File: src/include/cbs_pkg.sv
// shared constants, register map and carrier types of the channel block sequencer
package cbs_pkg;
	localparam int PC_W    = 12;
	localparam int GREG_W  = 8;
	localparam int ADDR_W  = 24;
	localparam int RANGE_W = 16;
	localparam int CNT_W   = 5;
	localparam int PCNT_W  = 4;

	localparam logic [CNT_W-1:0]  RUN_LIMIT    = 5'h1f;
	localparam logic [PCNT_W-1:0] PAUSE_CYCLES = 4'h4;
	localparam logic [PC_W-1:0]   PC_STEP      = 12'h001;

	localparam logic [5:0] OFS_CTRL      = 6'h00;
	localparam logic [5:0] OFS_STAT      = 6'h04;
	localparam logic [5:0] OFS_NEXT_ADDR = 6'h08;
	localparam logic [5:0] OFS_NEXT_CTL  = 6'h0c;
	localparam logic [5:0] OFS_ACT_ADDR  = 6'h10;
	localparam logic [5:0] OFS_ACT_RANGE = 6'h14;
	localparam logic [5:0] OFS_CB_STATUS = 6'h18;
	localparam logic [5:0] OFS_START_PC  = 6'h1c;
	localparam logic [5:0] OFS_CONTEXT   = 6'h20;
	localparam logic [5:0] OFS_LT_BYTES  = 6'h24;

	localparam int CTRL_START   = 0;
	localparam int CTRL_STOP    = 1;
	localparam int CTRL_SCAN    = 2;
	localparam int CTRL_ST_CCP  = 3;
	localparam int NCTL_VALID   = 16;
	localparam int NCTL_LAST    = 17;
	localparam int CTX_GREG     = 16;
	localparam int CTX_EQUAL    = 24;
	localparam int CTX_LASTCHR  = 25;
	localparam int LT_PARTNER   = 8;
	localparam int ST1_COMPLETE = 3;
	localparam int ST2_RESIDUE  = 2;
	localparam int ST2_BADADDR  = 5;
	localparam int ST2_PARITY   = 6;
	localparam int ST2_UNCORR   = 7;

	localparam logic [7:0] REASON_MASK  = 8'h60;
	localparam logic [7:0] PARTNER_MASK = 8'hc0;
	localparam logic [7:0] BYTE_RESET   = 8'h00;

	typedef enum logic [2:0] {
		CBS_IDLE  = 3'b001,
		CBS_RUN   = 3'b010,
		CBS_PAUSE = 3'b100
	} cbs_mode_t;

	typedef enum logic [3:0] {
		OP_STEP      = 4'h0,
		OP_LOAD      = 4'h1,
		OP_STORE     = 4'h2,
		OP_GET_NEXT  = 4'h3,
		OP_WAIT      = 4'h4,
		OP_CALL      = 4'h5,
		OP_RETURN    = 4'h6,
		OP_MARK      = 4'h7,
		OP_KICK      = 4'h8
	} cbs_op_t;

	typedef struct packed {
		logic              done;
		cbs_op_t           op;
		logic [PC_W-1:0]   next_pc;
		logic [GREG_W-1:0] greg;
		logic              equal;
		logic [7:0]        data;
	} cbs_exec_t;

	typedef struct packed {
		logic [PC_W-1:0]   pc;
		logic [GREG_W-1:0] greg;
		logic              equal;
		logic              last_char;
	} cbs_ctx_t;

	typedef struct packed {
		logic [ADDR_W-1:0]  addr;
		logic [RANGE_W-1:0] range;
		logic               valid;
		logic               last_block;
	} cbs_block_t;

	typedef struct packed {
		logic bad_addr;
		logic parity;
		logic uncorrected;
		logic rx_terminate;
	} cbs_fault_t;
endpackage

File: src/verilog/cbs_sequencer.sv
// channel block sequencer: active control block, program start/pause/wait and Avalon-MM registers
//
// Design decisions made here: the address map and register access over Avalon-MM.
`timescale 1ns/1ps

module cbs_sequencer (
	// clock and reset
	input  wire logic                       core_clk,
	input  wire logic                       rst_b,
	// avalon-mm slave
	input  wire logic [5:0]                 avs_address,
	input  wire logic                       avs_read,
	input  wire logic                       avs_write,
	input  wire logic [31:0]                avs_writedata,
	input  wire logic [3:0]                 avs_byteenable,
	output logic      [31:0]                avs_readdata,
	output logic                            avs_waitrequest,
	// instruction executor
	input  wire cbs_pkg::cbs_exec_t         exec,
	output logic                            run,
	output cbs_pkg::cbs_ctx_t               run_ctx,
	output logic                            cb_valid,
	output logic                            cb_last_block,
	// data mover and adapter
	input  wire logic                       is_receive,
	input  wire logic                       char_moved,
	input  wire cbs_pkg::cbs_fault_t        fault,
	input  wire logic                       adapter_req,
	input  wire logic                       status_change,
	input  wire logic                       partner_start,
	output logic                            partner_kick,
	output logic      [7:0]                 line_register_two
);
	typedef struct packed {
		cbs_pkg::cbs_mode_t          mode;
		logic [cbs_pkg::CNT_W-1:0]   cnt;
		logic [cbs_pkg::PCNT_W-1:0]  pcnt;
		cbs_pkg::cbs_ctx_t           ctx;
		cbs_pkg::cbs_ctx_t           saved;
		logic [cbs_pkg::PC_W-1:0]    start_pc;
		logic                        started;
		logic [cbs_pkg::PC_W-1:0]    ret_pc;
		logic                        call_act;
		cbs_pkg::cbs_block_t         act;
		cbs_pkg::cbs_block_t         nxt;
		logic [7:0]                  st1;
		logic [7:0]                  st2;
		logic                        scan_en;
		logic                        start_on_status;
		logic [7:0]                  reason;
		logic [7:0]                  partner;
		logic                        kick;
		logic                        waitreq;
		logic [31:0]                 rdata;
		logic                        run;
		logic                        last_shown;
	} cbs_state_t;

	cbs_state_t s;
	cbs_state_t next_s;

	// read view of the state; also the base that byte-lane merges on write start from
	function automatic logic [31:0] regval(input cbs_state_t v, input logic [5:0] a);
		logic [31:0] r;
		r = 32'h0000_0000;
		case (a)
			cbs_pkg::OFS_CTRL: begin
				r[cbs_pkg::CTRL_SCAN]   = v.scan_en;
				r[cbs_pkg::CTRL_ST_CCP] = v.start_on_status;
			end
			cbs_pkg::OFS_STAT: begin
				r[2:0]   = v.mode;
				r[4]     = v.act.valid;
				r[5]     = v.act.last_block;
				r[6]     = v.ctx.last_char;
				r[7]     = v.nxt.valid;
				r[12:8]  = v.cnt;
				r[13]    = v.call_act;
			end
			cbs_pkg::OFS_NEXT_ADDR: r[cbs_pkg::ADDR_W-1:0] = v.nxt.addr;
			cbs_pkg::OFS_NEXT_CTL: begin
				r[cbs_pkg::RANGE_W-1:0]  = v.nxt.range;
				r[cbs_pkg::NCTL_VALID]   = v.nxt.valid;
				r[cbs_pkg::NCTL_LAST]    = v.nxt.last_block;
			end
			cbs_pkg::OFS_ACT_ADDR:  r[cbs_pkg::ADDR_W-1:0] = v.act.addr;
			cbs_pkg::OFS_ACT_RANGE: r[cbs_pkg::RANGE_W-1:0] = v.act.range;
			cbs_pkg::OFS_CB_STATUS: r[15:0] = {v.st2, v.st1};
			cbs_pkg::OFS_START_PC:  r[cbs_pkg::PC_W-1:0] = v.start_pc;
			cbs_pkg::OFS_CONTEXT: begin
				r[cbs_pkg::PC_W-1:0]             = v.saved.pc;
				r[cbs_pkg::CTX_GREG +: cbs_pkg::GREG_W] = v.saved.greg;
				r[cbs_pkg::CTX_EQUAL]            = v.saved.equal;
				r[cbs_pkg::CTX_LASTCHR]          = v.saved.last_char;
			end
			cbs_pkg::OFS_LT_BYTES: r[15:0] = {v.partner, v.reason};
			default: r = 32'h0000_0000;
		endcase
		return r;
	endfunction

	always_comb begin
		logic [31:0]                  mask;
		logic [31:0]                  wv;
		logic                         host_start;
		logic                         host_stop;
		logic                         complete;
		logic                         get_next;
		logic                         start_any;
		logic [7:0]                   err2;
		logic [cbs_pkg::RANGE_W-1:0]  new_range;
		mask       = {{8{avs_byteenable[3]}}, {8{avs_byteenable[2]}},
			{8{avs_byteenable[1]}}, {8{avs_byteenable[0]}}};
		wv         = (regval(s, avs_address) & ~mask) | (avs_writedata & mask);
		host_start = 1'b0;
		host_stop  = 1'b0;
		complete   = 1'b0;
		get_next   = 1'b0;
		start_any  = 1'b0;
		err2       = 8'h00;
		new_range  = s.act.range;
		next_s     = s;
		next_s.kick = 1'b0;

		// one wait state: the answer stands at the second edge of every request
		next_s.waitreq = !((avs_read || avs_write) && s.waitreq);
		if ((avs_read || avs_write) && s.waitreq) begin
			next_s.rdata = avs_read ? regval(s, avs_address) : 32'h0000_0000;
		end
		if (avs_write && !s.waitreq) begin
			case (avs_address)
				cbs_pkg::OFS_CTRL: begin
					// start and stop are pulses; only the two enables are kept
					host_start             = wv[cbs_pkg::CTRL_START];
					host_stop              = wv[cbs_pkg::CTRL_STOP];
					next_s.scan_en         = wv[cbs_pkg::CTRL_SCAN];
					next_s.start_on_status = wv[cbs_pkg::CTRL_ST_CCP];
				end
				cbs_pkg::OFS_NEXT_ADDR: next_s.nxt.addr = wv[cbs_pkg::ADDR_W-1:0];
				cbs_pkg::OFS_NEXT_CTL: begin
					next_s.nxt.range      = wv[cbs_pkg::RANGE_W-1:0];
					next_s.nxt.valid      = wv[cbs_pkg::NCTL_VALID];
					next_s.nxt.last_block = wv[cbs_pkg::NCTL_LAST];
				end
				cbs_pkg::OFS_CB_STATUS: begin
					// completion later in this process overrides the clear
					next_s.st1 = cbs_pkg::BYTE_RESET;
					next_s.st2 = cbs_pkg::BYTE_RESET;
				end
				cbs_pkg::OFS_START_PC: next_s.start_pc = wv[cbs_pkg::PC_W-1:0];
				cbs_pkg::OFS_CONTEXT: begin
					// the saved context may only be altered while the program is stopped
					if (s.mode == cbs_pkg::CBS_IDLE) begin
						next_s.saved.pc        = wv[cbs_pkg::PC_W-1:0];
						next_s.saved.greg      = wv[cbs_pkg::CTX_GREG +: cbs_pkg::GREG_W];
						next_s.saved.equal     = wv[cbs_pkg::CTX_EQUAL];
						next_s.saved.last_char = wv[cbs_pkg::CTX_LASTCHR];
					end
				end
				cbs_pkg::OFS_LT_BYTES: begin
					next_s.reason  = wv[7:0];
					next_s.partner = wv[15:8];
				end
				default: ;
			endcase
		end

		// character movement and buffer faults
		// faults outside a live block have nothing to complete and are dropped
		if (s.act.valid) begin
			if (char_moved) begin
				next_s.act.addr = s.act.addr + {{(cbs_pkg::ADDR_W-1){1'b0}}, 1'b1};
			end
			if (fault.bad_addr) begin
				err2[cbs_pkg::ST2_BADADDR] = 1'b1;
				complete = 1'b1;
			end
			if (fault.parity) begin
				err2[cbs_pkg::ST2_PARITY] = 1'b1;
				complete = 1'b1;
			end
			if (fault.uncorrected) begin
				err2[cbs_pkg::ST2_UNCORR] = 1'b1;
				complete = 1'b1;
			end
			if (fault.rx_terminate && is_receive) begin
				err2[cbs_pkg::ST2_RESIDUE] = (s.act.range != '0);
				complete = 1'b1;
			end
			if (host_stop) begin
				complete = 1'b1;
			end
		end

		case (s.mode)
			cbs_pkg::CBS_IDLE: begin
				// starts are only seen while stopped; one raised during a pause is dropped
				start_any = adapter_req || host_start || partner_start
					|| (status_change && s.scan_en && s.start_on_status);
				if (start_any) begin
					next_s.mode = cbs_pkg::CBS_RUN;
					next_s.cnt  = '0;
					next_s.ctx  = s.saved;
					if (!s.started) begin
						next_s.ctx.pc  = s.start_pc;
						next_s.started = 1'b1;
					end
				end
			end
			cbs_pkg::CBS_RUN: begin
				if (exec.done) begin
					next_s.cnt      = s.cnt + 5'h01;
					next_s.ctx.pc   = exec.next_pc;
					next_s.ctx.greg = exec.greg;
					next_s.ctx.equal = exec.equal;
					case (exec.op)
						cbs_pkg::OP_LOAD, cbs_pkg::OP_STORE: begin
							if (s.act.valid) begin
								// range stops at zero, so the flag keeps telling the program the block is spent
								if (s.act.range != '0) begin
									new_range = s.act.range - {{(cbs_pkg::RANGE_W-1){1'b0}}, 1'b1};
								end
								next_s.act.range     = new_range;
								next_s.ctx.last_char = (new_range == '0);
							end
						end
						cbs_pkg::OP_GET_NEXT: begin
							get_next = 1'b1;
							complete = complete || s.act.valid;
						end
						cbs_pkg::OP_CALL: begin
							// a second nested call is not stacked: it runs as a plain jump
							if (!s.call_act) begin
								next_s.ret_pc   = s.ctx.pc + cbs_pkg::PC_STEP;
								next_s.call_act = 1'b1;
							end
						end
						cbs_pkg::OP_RETURN: begin
							if (s.call_act) begin
								next_s.ctx.pc   = s.ret_pc;
								next_s.call_act = 1'b0;
							end
						end
						cbs_pkg::OP_MARK: begin
							next_s.reason = (s.reason & ~cbs_pkg::REASON_MASK)
								| (exec.data & cbs_pkg::REASON_MASK);
						end
						cbs_pkg::OP_KICK: begin
							next_s.partner = (s.partner & ~cbs_pkg::PARTNER_MASK)
								| (exec.data & cbs_pkg::PARTNER_MASK);
							next_s.kick = 1'b1;
						end
						default: ;
					endcase
					// the saved copy is exactly what the next start restores
					if (exec.op == cbs_pkg::OP_WAIT) begin
						next_s.mode  = cbs_pkg::CBS_IDLE;
						next_s.saved = next_s.ctx;
					end else if (next_s.cnt == cbs_pkg::RUN_LIMIT) begin
						next_s.mode  = cbs_pkg::CBS_PAUSE;
						next_s.pcnt  = '0;
						next_s.saved = next_s.ctx;
					end
				end
			end
			cbs_pkg::CBS_PAUSE: begin
				// background scans own these cycles; the program cannot tell it was paused
				next_s.pcnt = s.pcnt + 4'h1;
				if (next_s.pcnt == cbs_pkg::PAUSE_CYCLES) begin
					next_s.mode = cbs_pkg::CBS_RUN;
					next_s.cnt  = '0;
					next_s.ctx  = s.saved;
				end
			end
			default: next_s.mode = cbs_pkg::CBS_IDLE;
		endcase

		// a stop parks a running or paused program with its context saved
		if (host_stop && s.mode != cbs_pkg::CBS_IDLE) begin
			next_s.mode  = cbs_pkg::CBS_IDLE;
			next_s.saved = next_s.ctx;
		end

		if (complete) begin
			next_s.st1 = s.reason & cbs_pkg::REASON_MASK;
			next_s.st1[cbs_pkg::ST1_COMPLETE] = 1'b1;
			next_s.st2 = err2;
			next_s.act.valid = 1'b0;
		end
		if (get_next) begin
			// freeing the next slot lets the host queue the following block at once
			next_s.act       = s.nxt;
			next_s.act.addr  = s.nxt.addr;
			next_s.nxt.valid = 1'b0;
		end

		// registered copies so that every output leaves straight from a flop
		next_s.run        = (next_s.mode == cbs_pkg::CBS_RUN);
		next_s.last_shown = next_s.act.last_block && next_s.act.valid;
	end

	// waitrequest leaves reset high, so nothing is answered before a request is seen
	always_ff @(posedge core_clk or negedge rst_b) begin
		if (!rst_b) begin
			s         <= '0;
			s.mode    <= cbs_pkg::CBS_IDLE;
			s.waitreq <= 1'b1;
		end else begin
			s <= next_s;
		end
	end

	assign avs_readdata      = s.rdata;
	assign avs_waitrequest   = s.waitreq;
	assign run               = s.run;
	assign run_ctx           = s.ctx;
	assign cb_valid          = s.act.valid;
	assign cb_last_block     = s.last_shown;
	assign partner_kick      = s.kick;
	assign line_register_two = s.partner;
endmodule

File: config.mk
export PLATFORM = sky130hd
export DESIGN_NAME = cbs_sequencer
export DESIGN_NICKNAME = d
export VERILOG_FILES = /design/src/include/cbs_pkg.sv /design/src/verilog/cbs_sequencer.sv
export SDC_FILE = /design/constraint.sdc
export NUM_CORES = 1
export LEC_CHECK = 0
export ABC_AREA = 0
export BUFFER_PORTS_ARGS = -buffer_cell sky130_fd_sc_hd__buf_2
export CAP_MARGIN = 20
export CORE_MARGIN = 1.5
export CORE_UTILIZATION = 59
export DETAILED_ROUTE_END_ITERATION = 12
export PLACE_DENSITY_LB_ADDON = 0.15
export REMOVE_ABC_BUFFERS = 1
export SLEW_MARGIN = 20
export SYNTH_ARGS = -nofsm -noshare
export SYNTH_HDL_FRONTEND = slang
export SYNTH_SLANG_ARGS = --single-unit
File: constraint.sdc
create_clock -name core_clk -period 4.76 [get_ports core_clk]
set_input_delay 0.476 -clock core_clk [delete_from_list [all_inputs] [get_ports core_clk]]
set_output_delay 0.476 -clock core_clk [all_outputs]
set_load 0.02 [all_outputs]
## Yosys cells after proc, flatten, opt, wreduce, memory -nomap -nowiden

Cells that the tools add are included.

| word-level totals | value |
|---|---|
| bits in registers | 236 |
| logic and storage cells | 201 |
| output and inout port bits | 67 |
| input port bits | 89 |

| operators by class | value |
|---|---|
| add/subtract/negate cells | 5 |
| bitwise operators | 7 |
| mux-type cells | 83 |
| equal/unequal tests | 29 |
| reduce and logical (&&, ||, !) cells | 43 |

Operators with widths:

| kind | count |
|---|---|
| 16-bit 2-to-1 mux | 12 |
| 22-bit 2-to-1 mux | 8 |
| 8-bit one-hot mux with 9 select lines | 1 |
| 22-bit one-hot mux with 3 select lines | 1 |
| 56-bit 2-to-1 mux | 1 |
| 26-bit AND | 2 |
| 12-bit 2-to-1 mux | 4 |
| 24-bit 2-to-1 mux | 2 |
| 42-bit 2-to-1 mux | 1 |
| 36-bit 2-to-1 mux | 1 |
| 17-bit 2-to-1 mux | 2 |
| 34-bit 2-to-1 mux | 1 |
| 26-bit 2-to-1 mux | 1 |
| 26-bit NOT | 1 |
| 26-bit OR | 1 |
| 24-bit by 1-bit adder with 24-bit output (second input constant) | 1 |
| 6-bit by 5-bit equality test with 1-bit output (second input constant) | 4 |
| 1-bit 2-to-1 mux | 24 |
| 8-bit 2-to-1 mux | 3 |
| 2-bit nonzero test | 11 |
| 4-bit by 3-bit equality test with 1-bit output (second input constant) | 5 |
| 2-bit one-hot mux with 9 select lines | 1 |
| 6-bit one-hot mux with 3 select lines | 1 |
| 16-bit logical NOT | 1 |
| other kinds (43) | 77 |

## Longest topological paths before layout

| depth | value |
|---|---|
| word-level depth | 15 |
| depth in mapped cells | 11 |
| depth with buffers taken out | 9 |

## Worst setup path before layout

OpenSTA, ideal clock, no wires.

| timing | value |
|---|---|
| path type | input to register |
| start | input port avs_address[2] |
| end | register s[196] in the netlist's numbering |
| setup time | 0.127 ns |
| data arrival time | 2.556 ns |
| stages on the path | 8 |
| path buffers | 2 |
| required time | 4.633 ns |
| path slack | 2.077 ns |
| cells stage by stage | buf_2 buf_1 mux4_2 a222oi_1 o21ai_1 mux2_2 a221o_1 mux2_1 |

RTL lines:

| element | line | RTL |
|---|---|---|
| start: declaration | cbs_sequencer.sv:11 | `input wire logic [5:0] avs_address,` |
| end signal: assignment | cbs_sequencer.sv:309 | `s <= next_s;` |
| end: declaration | cbs_sequencer.sv:59 | `cbs_state_t s;` |

## Worst setup path in the final report

| timing | value |
|---|---|
| start | register s[234] in the netlist's numbering |
| end | register s (netlist bit line_register_two[0]) |

| between the ends | value |
|---|---|
| word-level cells in the longest chain between the ends | 2 |

RTL lines:

| element | line | RTL |
|---|---|---|
| 3-bit by 2-bit equality test with 1-bit output | cbs_sequencer.sv:195 | `case (s.mode)` |
| 17-bit 2-to-1 mux | cbs_sequencer.sv:195 |  |

No other way between the ends.
A chain may end at the register's enable or synchronous reset.

==> results_dict.tcl <==
set metrics [dict create \
    first_global_vias 10000 \
    reg2reg_from "s[234]" \
    root_buffer "clkbuf_16" \
    cp_data_required_time_ps 5160 \
    ys_ff_latch 221 \
    antenna_found_initial 2 \
    tns_ps 0 \
    cpMaxStageDelayCell "nor3_1" \
    seq_area_frac_synth_pct 43.8 \
    ys_types 84 \
    crit_chain "nor3b_2, nand2_1, nor3_1, nor2b_1, mux2_2" \
    slew_viol_final 0 \
    final-seq-area_um2 5530 \
    htree_levels 1 \
    initial_core_util_pct 60.1 \
    gp_congestion 0.920 \
    hp-class "in2async" \
    drtAntennaViolNets 0 \
    cp_top_family "simple AND/OR/NAND/NOR gates" \
    post_drt_via_cell_ratio 6.53 \
    syn_area_per_cell_um2 9.94 \
    grt_usage_pct 33.6 \
    multi_input_area_um2 6190 \
    die_area_um2 22300 \
    num_rows 53 \
    finalCriticalPeriod_ps 3410 \
    ys.flop_type "dfrtp_1" \
    n_fill_cell 1730 \
    yosysWarningCount 0 \
    fp.dieW_um 149 \
    clockBufferDepth 3 \
    clock_sinks 221 \
    tightestPinTransition_ps 1050 \
    ios 156 \
    ir_worst_vdd_mv 0.244 \
    critical_path_buf_inv_count 0 \
    area_delta_synth_final_pct 9.12 \
    dieHeight_um 149 \
    cts_hold_buf 0 \
    max_stage_delay_ps 970 \
    fin_nets 1412 \
    synth_edf_count 0 \
    hold_viol_final 0 \
    placed_area_um2 13000 \
    synthesis.area_um2 12600 \
    fmax_mhz 294 \
    coreArea_um2 21000 \
    clk_latency_ps 530 \
    io_buffers 138 \
    grt_pass1_wl_um 57200 \
    cts_buffers 25 \
    vias 10500 \
    finalClockSkew_ps 11.8 \
    setup_viol 0 \
    whs_ps 11.1 \
    slew-limit-headroom_pct 29.8 \
    arrival_ps 3810 \
    p_per_area_nw_per_um2 387 \
    cts_tree "done" \
    rsz0062_at_grt "false" \
    final_area_um2 13800 \
    path_max_fanout 20 \
    grt_max_degree 108 \
    critPathLaunch "s[234]" \
    drive_gt1_share_pct 24.8 \
    drt-total-wl_um 37200 \
    worstSetupPathType "reg2reg" \
    min_period_over_period_pct 71.6 \
    status "complete, no violations" \
    hpwl_um 26200 \
    syn_inst 1272 \
    drtIter0Drc 1021 \
    ctsResizeCount 0 \
    drc 0 \
    critPathCaptureType "flip-flop" \
    cp-start-kind "flip-flop" \
    grt-ovfl-total 0 \
    leakage_uw 0.00662 \
    drtPass1Iterations 7 \
    cts_setup_buffers 0 \
    wl_per_cell_um 23.2 \
    async_reset_ff_share_pct 100 \
    maxCapViolCount 0 \
    clkTransAtPathRegs_ps 60 \
]
[path summary, 6_finish.rpt]
path,endpoint,slack (ps),cells after the start
max in group asynchronous,s[51],3650,2
min,avs_readdata[19],10,1
min reg2reg,avs_readdata[25],500,2
min in group core_clk,line_register_two[7],170,3
max reg2reg,line_register_two[0],1350,5
max,line_register_two[0],1350,5
[where the power goes]
group          switching [uW]  internal [uW]  leakage (uW)  total, uW
Clock                     772           1070      0.000371       1840
Sequential                284           2100       0.00301       2390
Combinational             675            440       0.00323       1110
[cell type report]
cell class,instances,share of cell area (%)
diodes,1,0.0181
clock buffers,33,5.04
clock inverters,6,0.417
inverters,27,0.735
multi-input cells,881,44.9
flip-flops and latches,221,40.1
well taps,275,2.49
repair buffers,160,6.28
[synthesized netlist by cell type, types with 21 or more instances]
master	instances	area share, %
a21oi_1	40	1.6
a221o_1	26	2.1
a22o_1	38	2.6
buf_4	63	3.7
clkbuf_1	54	1.6
dfrtp_1	219	43
inv_1	26	0.77
mux2_2	96	8.6
mux2i_1	32	2.5
nand2_1	140	4.2
nand3_1	34	1.3
nor2_1	73	2.2
nor3_1	21	0.83
o21ai_0	83	3.3
xor2_1	21	1.5
[through the flow]
| stage | power [uW] | std cells | worst slack [ps] | util [%] |
|---|---|---|---|---|
| after floorplan | 3020 | 1129 | -2070 | - |
| after global placement | 3470 | 1564 | 1240 | 62.0 |
| after detailed placement | 3500 | 1564 | 1100 | 62.0 |
| after CTS | 5330 | 1603 | 1440 | 65.6 |
| after global routing | 5550 | 1604 | 1110 | 65.6 |
| final | 5340 | 1604 | 1350 | 65.6 |
[cells in the final DEF (no fill, tap or decap), types with 32 or more instances in the layout]
cell / instances
dfrtp_1: 219
o21ai_0: 82
mux2_2: 96
a22o_1: 38
a21oi_1: 40
mux2i_1: 32
nor2_1: 72
nand3_1: 34
buf_2: 137
nand2_1: 140
[routing by layer]
layer	part of all wire [%]	track usage, %	wire length, um
met5	0	0	0
met4	3.6	13.0	1330
met3	10	7.61	3770
met2	44	50.2	16300
met1	42	47.5	15700
[registers in the layout, summed over array words and instances (netlist names)]
register and cells:
cb_last_block 1, avs_readdata 26, cb_valid 1, run_ctx 22
s 160, partner_kick 1, avs_waitrequest 1, line_register_two 8
run 1
[logic make-up (layout without fill, tap and decap cells)]
logic type                 after synthesis  count (layout)  share of synthesized area, %
and+or+nand+nor                        365             365                          14.2
AOI/OAI and AO/OA                      321             321                          18.0
xor gates and xnor gates                39              39                          2.70
muxes                                  143             143                          12.9
adders and majority gates                7               7                         0.693
DFF                                    221             221                          43.8
buffers and inverters                  175             226                          7.60
other                                    1               7                        0.0297
(Power assumes the default switching activity.)
